## src/tick_pkg.sv

```systemverilog
// shared constants and types of the clock timer block
package tick_pkg;

    // ******************************************************
    // register indices (byte address is four times index)
    // ******************************************************
    localparam logic [15:0] IDX_CONTROL = 16'hff78;
    localparam logic [15:0] IDX_COUNT_LOW = 16'hff79;
    localparam logic [15:0] IDX_COUNT_HIGH = 16'hff7a;
    localparam logic [15:0] IDX_IRQ_ENABLE = 16'hffe6;
    localparam logic [15:0] IDX_EVENT_FLAGS = 16'hfff6;
    localparam int MIN_ADDR_W = 18;

    // ******************************************************
    // field positions and reset values
    // ******************************************************
    localparam int RUN_BIT = 0;
    localparam int CLEAR_BIT = 1;
    localparam int NIBBLE_W = 4;
    localparam int COUNT_W = 8;
    localparam int NUM_FLAGS = 4;
    // count bit whose falling edge raises the 32, 8, 2 and 1 hz flags
    localparam int FALL_BIT [NUM_FLAGS] = '{2, 4, 6, 7};
    localparam logic [7:0] COUNT_RESET = 8'h00;
    localparam logic [3:0] FLAGS_RESET = 4'h0;
    localparam logic [3:0] ENABLE_RESET = 4'h0;
    localparam logic RUN_RESET = 1'b0;

    // ******************************************************
    // bus answers
    // ******************************************************
    localparam logic [1:0] RESP_OKAY = 2'h0;
    localparam logic [1:0] RESP_SLVERR = 2'h2;

    // ******************************************************
    // timing
    // ******************************************************
    localparam int CLK_HZ = 100_000_000;
    localparam int CLK_PERIOD_NS = 10;
    localparam int COUNT_IN_HZ = 256;
    localparam int TICK_CYCLES = CLK_HZ / COUNT_IN_HZ;
    localparam int HOLD_MIN_NS = 480_000;
    localparam int HOLD_CYCLES = (HOLD_MIN_NS + CLK_PERIOD_NS - 1) / CLK_PERIOD_NS;
    localparam int DIV_W = 20;

    typedef enum logic [2:0]
    {
        SEL_NONE,
        SEL_CONTROL,
        SEL_LOW,
        SEL_HIGH,
        SEL_ENABLE,
        SEL_FLAGS
    } tick_sel_e;

endpackage

```

## src/clock_timer_control.sv

```systemverilog
// clock timer registers behind an axi4-lite slave
`timescale 1ns/1ps

// How it works
// eight-bit count read as two nibbles
// count nibble registers ignore all writes
// low read freezes high nibble briefly
// reset clears the count to zero
// writing one to clear zeroes count
// clear bit always reads back zero
// clear while running keeps counting on
// clear while stopped holds zero count
// run bit readable, one starts, zero stops
// stopped count holds its value
// restart continues from held count
// run bit resets to zero
// four event flags, write one clears
// mask bits for 32, 8, 2 hz
// mask bits readable, 1 hz, reset zero
// flags set on falling edge regardless mask
// software clears flag before re-enabling
// irq high while unmasked flag set
module clock_timer_control #(
    parameter int ADDR_W = tick_pkg::MIN_ADDR_W,
    parameter int TICK_CYCLES = tick_pkg::TICK_CYCLES,
    parameter int HOLD_CYCLES = tick_pkg::HOLD_CYCLES
) (
    input wire logic clk,
    input wire logic rst_n,
    input wire logic [ADDR_W-1:0] awaddr,
    input wire logic awvalid,
    output logic awready,
    input wire logic [31:0] wdata,
    input wire logic [3:0] wstrb,
    input wire logic wvalid,
    output logic wready,
    output logic [1:0] bresp,
    output logic bvalid,
    input wire logic bready,
    input wire logic [ADDR_W-1:0] araddr,
    input wire logic arvalid,
    output logic arready,
    output logic [31:0] rdata,
    output logic [1:0] rresp,
    output logic rvalid,
    input wire logic rready,
    output logic irq
);

    // ******************************************************
    // elaboration checks
    // ******************************************************
    if (ADDR_W < tick_pkg::MIN_ADDR_W || ADDR_W > 32)
    begin : g_bad_addr
        $error("address width cannot hold the register map");
    end
    if (TICK_CYCLES < 2 || TICK_CYCLES >= (1 << tick_pkg::DIV_W))
    begin : g_bad_tick
        $error("tick period out of divider range");
    end
    if (HOLD_CYCLES < 2 || HOLD_CYCLES >= (1 << tick_pkg::DIV_W))
    begin : g_bad_hold
        $error("hold window out of divider range");
    end

    function automatic tick_pkg::tick_sel_e decode(input logic [ADDR_W-1:0] a);
        logic [ADDR_W-1:0] idx;
        idx = a >> 2;
        if (idx == ADDR_W'(tick_pkg::IDX_CONTROL))
            return tick_pkg::SEL_CONTROL;
        else if (idx == ADDR_W'(tick_pkg::IDX_COUNT_LOW))
            return tick_pkg::SEL_LOW;
        else if (idx == ADDR_W'(tick_pkg::IDX_COUNT_HIGH))
            return tick_pkg::SEL_HIGH;
        else if (idx == ADDR_W'(tick_pkg::IDX_IRQ_ENABLE))
            return tick_pkg::SEL_ENABLE;
        else if (idx == ADDR_W'(tick_pkg::IDX_EVENT_FLAGS))
            return tick_pkg::SEL_FLAGS;
        else
            return tick_pkg::SEL_NONE;
    endfunction

    // ******************************************************
    // state
    // ******************************************************
    logic awready_r;
    logic wready_r;
    logic aw_held_r;
    logic w_held_r;
    logic [ADDR_W-1:0] aw_addr_r;
    logic [3:0] w_data_r;
    logic w_lane_r;
    logic bvalid_r;
    logic [1:0] bresp_r;
    logic arready_r;
    logic rvalid_r;
    logic [31:0] rdata_r;
    logic [1:0] rresp_r;
    logic run_r;
    logic [7:0] count_r;
    logic [7:0] count_prev_r;
    logic [3:0] held_high_r;
    logic hold_active_r;
    logic [3:0] flags_r;
    logic [3:0] enable_r;
    logic irq_r;
    logic [31:0] rd_value;
    logic [3:0] fall;
    logic [3:0] flag_clr;
    logic tick;
    logic hold_done;
    logic wr_fire;
    logic rd_fire;
    logic clear_wr;
    logic low_read;
    logic high_read;
    tick_pkg::tick_sel_e wr_sel;
    tick_pkg::tick_sel_e rd_sel;

    assign awready = awready_r;
    assign wready = wready_r;
    assign bvalid = bvalid_r;
    assign bresp = bresp_r;
    assign arready = arready_r;
    assign rvalid = rvalid_r;
    assign rdata = rdata_r;
    assign rresp = rresp_r;
    assign irq = irq_r;

    assign wr_sel = decode(aw_addr_r);
    assign rd_sel = decode(araddr);
    assign wr_fire = aw_held_r && w_held_r && !bvalid_r;
    assign rd_fire = arvalid && arready_r;
    // only byte lane 0 carries the nibble registers
    assign clear_wr = wr_fire && w_lane_r && wr_sel == tick_pkg::SEL_CONTROL
        && w_data_r[tick_pkg::CLEAR_BIT];
    assign low_read = rd_fire && rd_sel == tick_pkg::SEL_LOW;
    assign high_read = rd_fire && rd_sel == tick_pkg::SEL_HIGH;
    assign flag_clr = (wr_fire && w_lane_r && wr_sel == tick_pkg::SEL_FLAGS) ? w_data_r : 4'h0;

    // ******************************************************
    // write channels
    // ******************************************************
    always_ff @(posedge clk)
    begin
        if (!rst_n)
        begin
            awready_r <= 1'b0;
            aw_held_r <= 1'b0;
            aw_addr_r <= '0;
        end
        else if (awvalid && awready_r)
        begin
            awready_r <= 1'b0;
            aw_held_r <= 1'b1;
            aw_addr_r <= awaddr;
        end
        else
        begin
            awready_r <= !aw_held_r || wr_fire;
            aw_held_r <= aw_held_r && !wr_fire;
        end
    end

    always_ff @(posedge clk)
    begin
        if (!rst_n)
        begin
            wready_r <= 1'b0;
            w_held_r <= 1'b0;
            w_data_r <= 4'h0;
            w_lane_r <= 1'b0;
        end
        else if (wvalid && wready_r)
        begin
            wready_r <= 1'b0;
            w_held_r <= 1'b1;
            w_data_r <= wdata[3:0];
            w_lane_r <= wstrb[0];
        end
        else
        begin
            wready_r <= !w_held_r || wr_fire;
            w_held_r <= w_held_r && !wr_fire;
        end
    end

    always_ff @(posedge clk)
    begin
        if (!rst_n)
        begin
            bvalid_r <= 1'b0;
            bresp_r <= tick_pkg::RESP_OKAY;
        end
        else if (wr_fire)
        begin
            bvalid_r <= 1'b1;
            bresp_r <= (wr_sel == tick_pkg::SEL_NONE) ? tick_pkg::RESP_SLVERR
                : tick_pkg::RESP_OKAY;
        end
        else if (bready)
        begin
            bvalid_r <= 1'b0;
        end
    end

    // ******************************************************
    // read channel
    // ******************************************************
    always_comb
    begin
        rd_value = 32'h0;
        case (rd_sel)
            tick_pkg::SEL_CONTROL: rd_value[tick_pkg::RUN_BIT] = run_r;
            tick_pkg::SEL_LOW: rd_value[3:0] = count_r[3:0];
            tick_pkg::SEL_HIGH: rd_value[3:0] = hold_active_r ? held_high_r
                : count_r[7:4];
            tick_pkg::SEL_ENABLE: rd_value[3:0] = enable_r;
            tick_pkg::SEL_FLAGS: rd_value[3:0] = flags_r;
            default: rd_value = 32'h0;
        endcase
    end

    always_ff @(posedge clk)
    begin
        if (!rst_n)
        begin
            arready_r <= 1'b0;
            rvalid_r <= 1'b0;
            rdata_r <= 32'h0;
            rresp_r <= tick_pkg::RESP_OKAY;
        end
        else if (rd_fire)
        begin
            arready_r <= 1'b0;
            rvalid_r <= 1'b1;
            rdata_r <= rd_value;
            rresp_r <= (rd_sel == tick_pkg::SEL_NONE) ? tick_pkg::RESP_SLVERR
                : tick_pkg::RESP_OKAY;
        end
        else if (rvalid_r && rready)
        begin
            arready_r <= 1'b1;
            rvalid_r <= 1'b0;
        end
        else
        begin
            arready_r <= !rvalid_r;
        end
    end

    // ******************************************************
    // run control and count
    // ******************************************************
    always_ff @(posedge clk)
    begin
        if (!rst_n)
            run_r <= tick_pkg::RUN_RESET;
        else if (wr_fire && w_lane_r && wr_sel == tick_pkg::SEL_CONTROL)
            run_r <= w_data_r[tick_pkg::RUN_BIT];
    end

    // prescaler restarts on clear so a fresh count gets a full first period
    cycle_divider #(
        .W(tick_pkg::DIV_W)
    ) u_tick_div (
        .clk(clk),
        .rst_n(rst_n),
        .restart(clear_wr),
        .run(run_r),
        .period(tick_pkg::DIV_W'(TICK_CYCLES)),
        .done(tick)
    );

    // writes to the count nibbles never reach this process
    always_ff @(posedge clk)
    begin
        if (!rst_n)
            count_r <= tick_pkg::COUNT_RESET;
        else if (clear_wr)
            count_r <= tick_pkg::COUNT_RESET;
        else if (tick && run_r)
            count_r <= count_r + 8'h01;
    end

    // ******************************************************
    // high nibble hold
    // ******************************************************
    cycle_divider #(
        .W(tick_pkg::DIV_W)
    ) u_hold_div (
        .clk(clk),
        .rst_n(rst_n),
        .restart(low_read),
        .run(hold_active_r),
        .period(tick_pkg::DIV_W'(HOLD_CYCLES)),
        .done(hold_done)
    );

    always_ff @(posedge clk)
    begin
        if (!rst_n)
        begin
            hold_active_r <= 1'b0;
            held_high_r <= 4'h0;
        end
        else if (low_read)
        begin
            hold_active_r <= 1'b1;
            held_high_r <= count_r[7:4];
        end
        else if (high_read || hold_done)
        begin
            hold_active_r <= 1'b0;
        end
    end

    // ******************************************************
    // event flags, mask and interrupt
    // ******************************************************
    always_ff @(posedge clk)
    begin
        if (!rst_n)
            count_prev_r <= tick_pkg::COUNT_RESET;
        else
            count_prev_r <= count_r;
    end

    // a clear that drops a watched bit counts as its falling edge too
    for (genvar g = 0; g < tick_pkg::NUM_FLAGS; g++)
    begin : g_fall
        assign fall[g] = count_prev_r[tick_pkg::FALL_BIT[g]]
            && !count_r[tick_pkg::FALL_BIT[g]];
    end

    always_ff @(posedge clk)
    begin
        if (!rst_n)
            flags_r <= tick_pkg::FLAGS_RESET;
        else
            flags_r <= (flags_r & ~flag_clr) | fall;
    end

    always_ff @(posedge clk)
    begin
        if (!rst_n)
            enable_r <= tick_pkg::ENABLE_RESET;
        else if (wr_fire && w_lane_r && wr_sel == tick_pkg::SEL_ENABLE)
            enable_r <= w_data_r;
    end

    always_ff @(posedge clk)
    begin
        if (!rst_n)
            irq_r <= 1'b0;
        else
            irq_r <= |(flags_r & enable_r);
    end
endmodule

```

## src/cycle_divider.sv

```systemverilog
// cycle counter giving a one-cycle pulse every period cycles while running
`timescale 1ns/1ps
module cycle_divider #(
    parameter int W = 20
) (
    input wire logic clk,
    input wire logic rst_n,
    input wire logic restart,
    input wire logic run,
    input wire logic [W-1:0] period,
    output logic done
);

    logic [W-1:0] cnt_r;
    logic done_r;

    assign done = done_r;

    always_ff @(posedge clk)
    begin
        if (!rst_n)
        begin
            cnt_r <= '0;
            done_r <= 1'b0;
        end
        else if (restart)
        begin
            cnt_r <= '0;
            done_r <= 1'b0;
        end
        else if (run && cnt_r == period - W'(1))
        begin
            cnt_r <= '0;
            done_r <= 1'b1;
        end
        else
        begin
            // stopped phase is kept so a restart resumes mid-period
            cnt_r <= run ? cnt_r + W'(1) : cnt_r;
            done_r <= 1'b0;
        end
    end

endmodule

```

## config.mk

```make
export PLATFORM = sky130hd
export DESIGN_NAME = clock_timer_control
export DESIGN_NICKNAME = d
export VERILOG_FILES = /design/src/tick_pkg.sv /design/src/clock_timer_control.sv /design/src/cycle_divider.sv
export SDC_FILE = /design/constraint.sdc
export NUM_CORES = 1
export LEC_CHECK = 0
export BUFFER_PORTS_ARGS = -buffer_cell sky130_fd_sc_hd__buf_4
export CORE_MARGIN = 5
export CORE_UTILIZATION = 57
export DETAILED_ROUTE_END_ITERATION = 16
export HOLD_SLACK_MARGIN = 0.12
export MAX_ROUTING_LAYER = met4
export PLACE_DENSITY = 0.85
export SLEW_MARGIN = 20
export SYNTH_ARGS = -nofsm -noshare
export SYNTH_HDL_FRONTEND = slang
export SYNTH_SLANG_ARGS = --single-unit
```

## constraint.sdc

```tcl
create_clock -name clk -period 3.3 [get_ports clk]
set_input_delay 0.99 -clock clk [delete_from_list [all_inputs] [get_ports clk]]
set_output_delay 0.99 -clock clk [all_outputs]
set_load 0.005 [all_outputs]
```

==> summary.md <==
| Metric | Value |
|---|---|
| CP Data Required Time | 3530 ps |
| Pins over their slew limit | 0 |
| Area grow syn2layout | 11.15% |
| Post-synth top flop | dfxtp_1 |
| Max cap viols | 0 |
| Switching part of the total | 23.16% |
| Max Clock Freq | 434.7 MHz |
| Port Buffer Count | 55 |
| Clk pin slew, worst setup/hold paths | 100 ps |
| Htree depth | 3 |
| WP data arrival | 2530 ps |
| Post-synth top area cell | dfxtp_1 |
| CP Class | register to register |
| R2R setup slack | 1000 ps |
| Detailed Place HPWL | 6.682 mm |
| Overflow after GRT | 0 |
| Clock sinks | 103 |
| Worst hold path class | register to register |
| Drt via density | 5.321 |
| #FFs+latches synth | 103 |
| Pin count of the biggest net entering global routing | 44 |
| Internal | 1668 µW |
| Hold_sp | aw_addr_r[8] |
| Fin Setup TNS | 0 ps |
| Async SR Flop Fraction | 0% |
| Design Area, Final | 5140 µm² |
| Initial antenna violation count | 0 |
| Synth top area cells | dfxtp_1 (45%), nor2_1 (5.9%), nand2_1 (5.6%) |
| First-pass GRT wire length | 15.24 mm |
| Hold buffers post-CTS | 0 |
| Die Height | 100.1 µm |
| Vias in the first global route | 3430 |
| Die Area | 10010 µm² |
| Final nets | 666 |
| Leak | 0.001955 µW |
| Post-synth top area share | 44.59% |
| Part of the power in registers | 58.9% |
| Setup repair bufs after CTS | 0 |
| Hold_ws | 458.8 ps |
| Starting Density | 59.23% |
| Hold Violations, Final | 0 |
| Max transition margin | 55.81% |
| Netlist Area Pre-Place | 4624 µm² |
| Worst reg2reg endpoint | u_tick_div.cnt_r[2] |
| Vias | 3661 |
| Crit-path max FO | 18 |
| CP startpoint | bvalid |
| Fin crit period | 2301 ps |
| Syn Inst Count | 534 |
| RSZ-0062 raised after global routing | no |
| Logic pwr share | 5.9% |
| Sw Pwr | 502.7 µW |
| # rows | 32 |
| DIE WIDTH | 100.1 µm |
| Register area share after synthesis | 44.59% |
| PnR worst setup slack | 999.5 ps |
| Number of remaining DRC errors | 0 |
| CTS tree | done |
| PostCTS Resize Cnt | 0 |
| Root Driver | clkbuf_8 |
| Total CTS buffers | 9 |
| Bufs on Longest Clock Path | 2 |
| Total placed instance area | 4959 µm² |
| Area occupied by multi-input gates | 2315 µm² |
| Core footprint | 7807 µm² |
| Crit end category | register |
| Final wirelength | 9.182 mm |
| Yosys warns | 0 |
| Worst-Margin Slew | 662.9 ps |
| Startpoint Class | register |
| Clock share of power | 35.2% |
| Post-synth EDFFs | 0 |
| Pwr dens | 422.3 nW/µm² |
| R2R cell count | 5 |
| Fill cell count | 624 |
| Place WS | 642.7 ps |
| Register area | 2062 µm² |
| Initial DRT Pass Iterations | 4 |
| DR iter-0 viols | 128 |
| Antenna Cells | 0 |
| Fin crit share | 69.71% |
| GPL Wtd Cong | 0.8317 |
| DRT antenna net count | 0 |
| DR WL/cell | 13.35 µm |
| Final Skew | 14.28 ps |
| Library cells used by synthesis | 45 |
| Fraction of layout cells with a size suffix above 1 | 13.31% |
| Avg Cell Area, Syn | 8.660 µm² |
| Tot GR Track Use | 18.98% |
| Maximum VDD drop | 0.2458 mV |
| Worst Setup EP | u_tick_div.cnt_r[2] |
| Status | completed |
| Clock Latency Late Sink | 370 ps |
| Worst r2r src | bvalid |
| # setup viols final | 0 |
| I/O Pins | 121 |
==> worst min path at each step <==
stage / endpoint / slack [ps] / depth (start not counted)
final: aw_addr_r[8] / 460 / 2
after global routing: aw_addr_r[11] / 480 / 2
after CTS: aw_addr_r[8] / 460 / 2
after detailed placement: aw_addr_r[8] / 450 / 2
after global placement: rdata[0] / 450 / 2
after floorplan: aw_addr_r[11] / 430 / 2
==> power by group through the flow <==
stage / Clock [µW] / Combinational, µW / Sequential (µW)
after CTS: 779 / 128 / 1280
after detailed placement: 0 / 128 / 1310
after global routing: 827 / 144 / 1280
after floorplan: 0 / 96.5 / 1300
final: 764 / 129 / 1280
after global placement: 0 / 124 / 1310
==> worst max-delay path, cell delays in order (launching register included) <==
cell and delay (ps):
dfxtp_1 360, nand3b_1 250, nor4_1 460, a31o_2 390
nand2b_1 580, nor2_1 120
==> cell families after synthesis <==
logic type,share of synthesized area (%)
and+or+nand+nor,26.22
DFF,44.59
AOI/OAI and AO/OA,7.468
buffers and inverters,7.711
xor gates and xnor gates,8.523
muxes,4.329
adders and majority gates,1.082
other,0.08109
==> stage by stage <==
| stage | instances | util (%) | power, µW |
|---|---|---|---|
| after global routing | 688 | 65.83 | 2252 |
| after CTS | 688 | 65.83 | 2185 |
| after floorplan | 563 | - | 1399 |
| final | 688 | 65.83 | 2170 |
| after global placement | 674 | 63.51 | 1429 |
| after detailed placement | 674 | 63.51 | 1434 |
==> state kept, by name, summed over array words and instances (netlist names), 4 cells and up <==
register,cells
held_high_r,4
u_tick_div.cnt_r,20
rdata,4
enable_r,4
w_data_r,4
aw_addr_r,16
flags_r,4
count_prev_r,4
count_r,8
u_hold_div.cnt_r,20
==> synthesized netlist by cell type (6+ instances only) <==
library cell / instances
xor2_1: 29
buf_4: 32
clkbuf_1: 9
xnor2_1: 16
nand4_1: 21
nand2b_1: 6
inv_1: 8
o21ai_0: 7
nor2_1: 73
mux2i_1: 20
dfxtp_1: 103
and2_1: 9
nor2b_1: 9
a21oi_1: 40
nor4_1: 7
nand3_1: 19
nand2_1: 69
==> cells in the final DEF (no fill, tap or decap), drive strengths merged, types with 2 or more instances in the layout <==
cell    count
a211oi      3
a21oi      40
a22oi       2
and2        9
and3        5
and4        3
buf        56
clkbuf      9
clkinv      3
conb       30
dfxtp     103
ha          4
inv        10
mux2i      20
nand2      69
nand2b      6
nand3      21
nand3b      2
nand4      21
nand4b      3
nor2       73
nor2b       9
nor3        4
nor4       10
o21ai       7
o22ai       4
or4         4
xnor2      16
xor2       29
==> per-layer routing <==
metal	up-vias	wire, µm	GRT usage, %
met1	1703	4071	23.16
met5	-	0	-
met2	93	4485	31.45
met4	0	123	5.596
met3	13	501	4.378
li1	1852	-	-
==> area by class of cell <==
type / count / area share [%]
repair buffers: 56 / 8.179
flip-flops and latches: 103 / 40.12
inverters: 9 / 0.6573
clock buffers: 9 / 2.410
well taps: 102 / 2.483
clock inverters: 5 / 1.120
multi-input cells: 404 / 45.03
(Power assumes the default switching activity.)
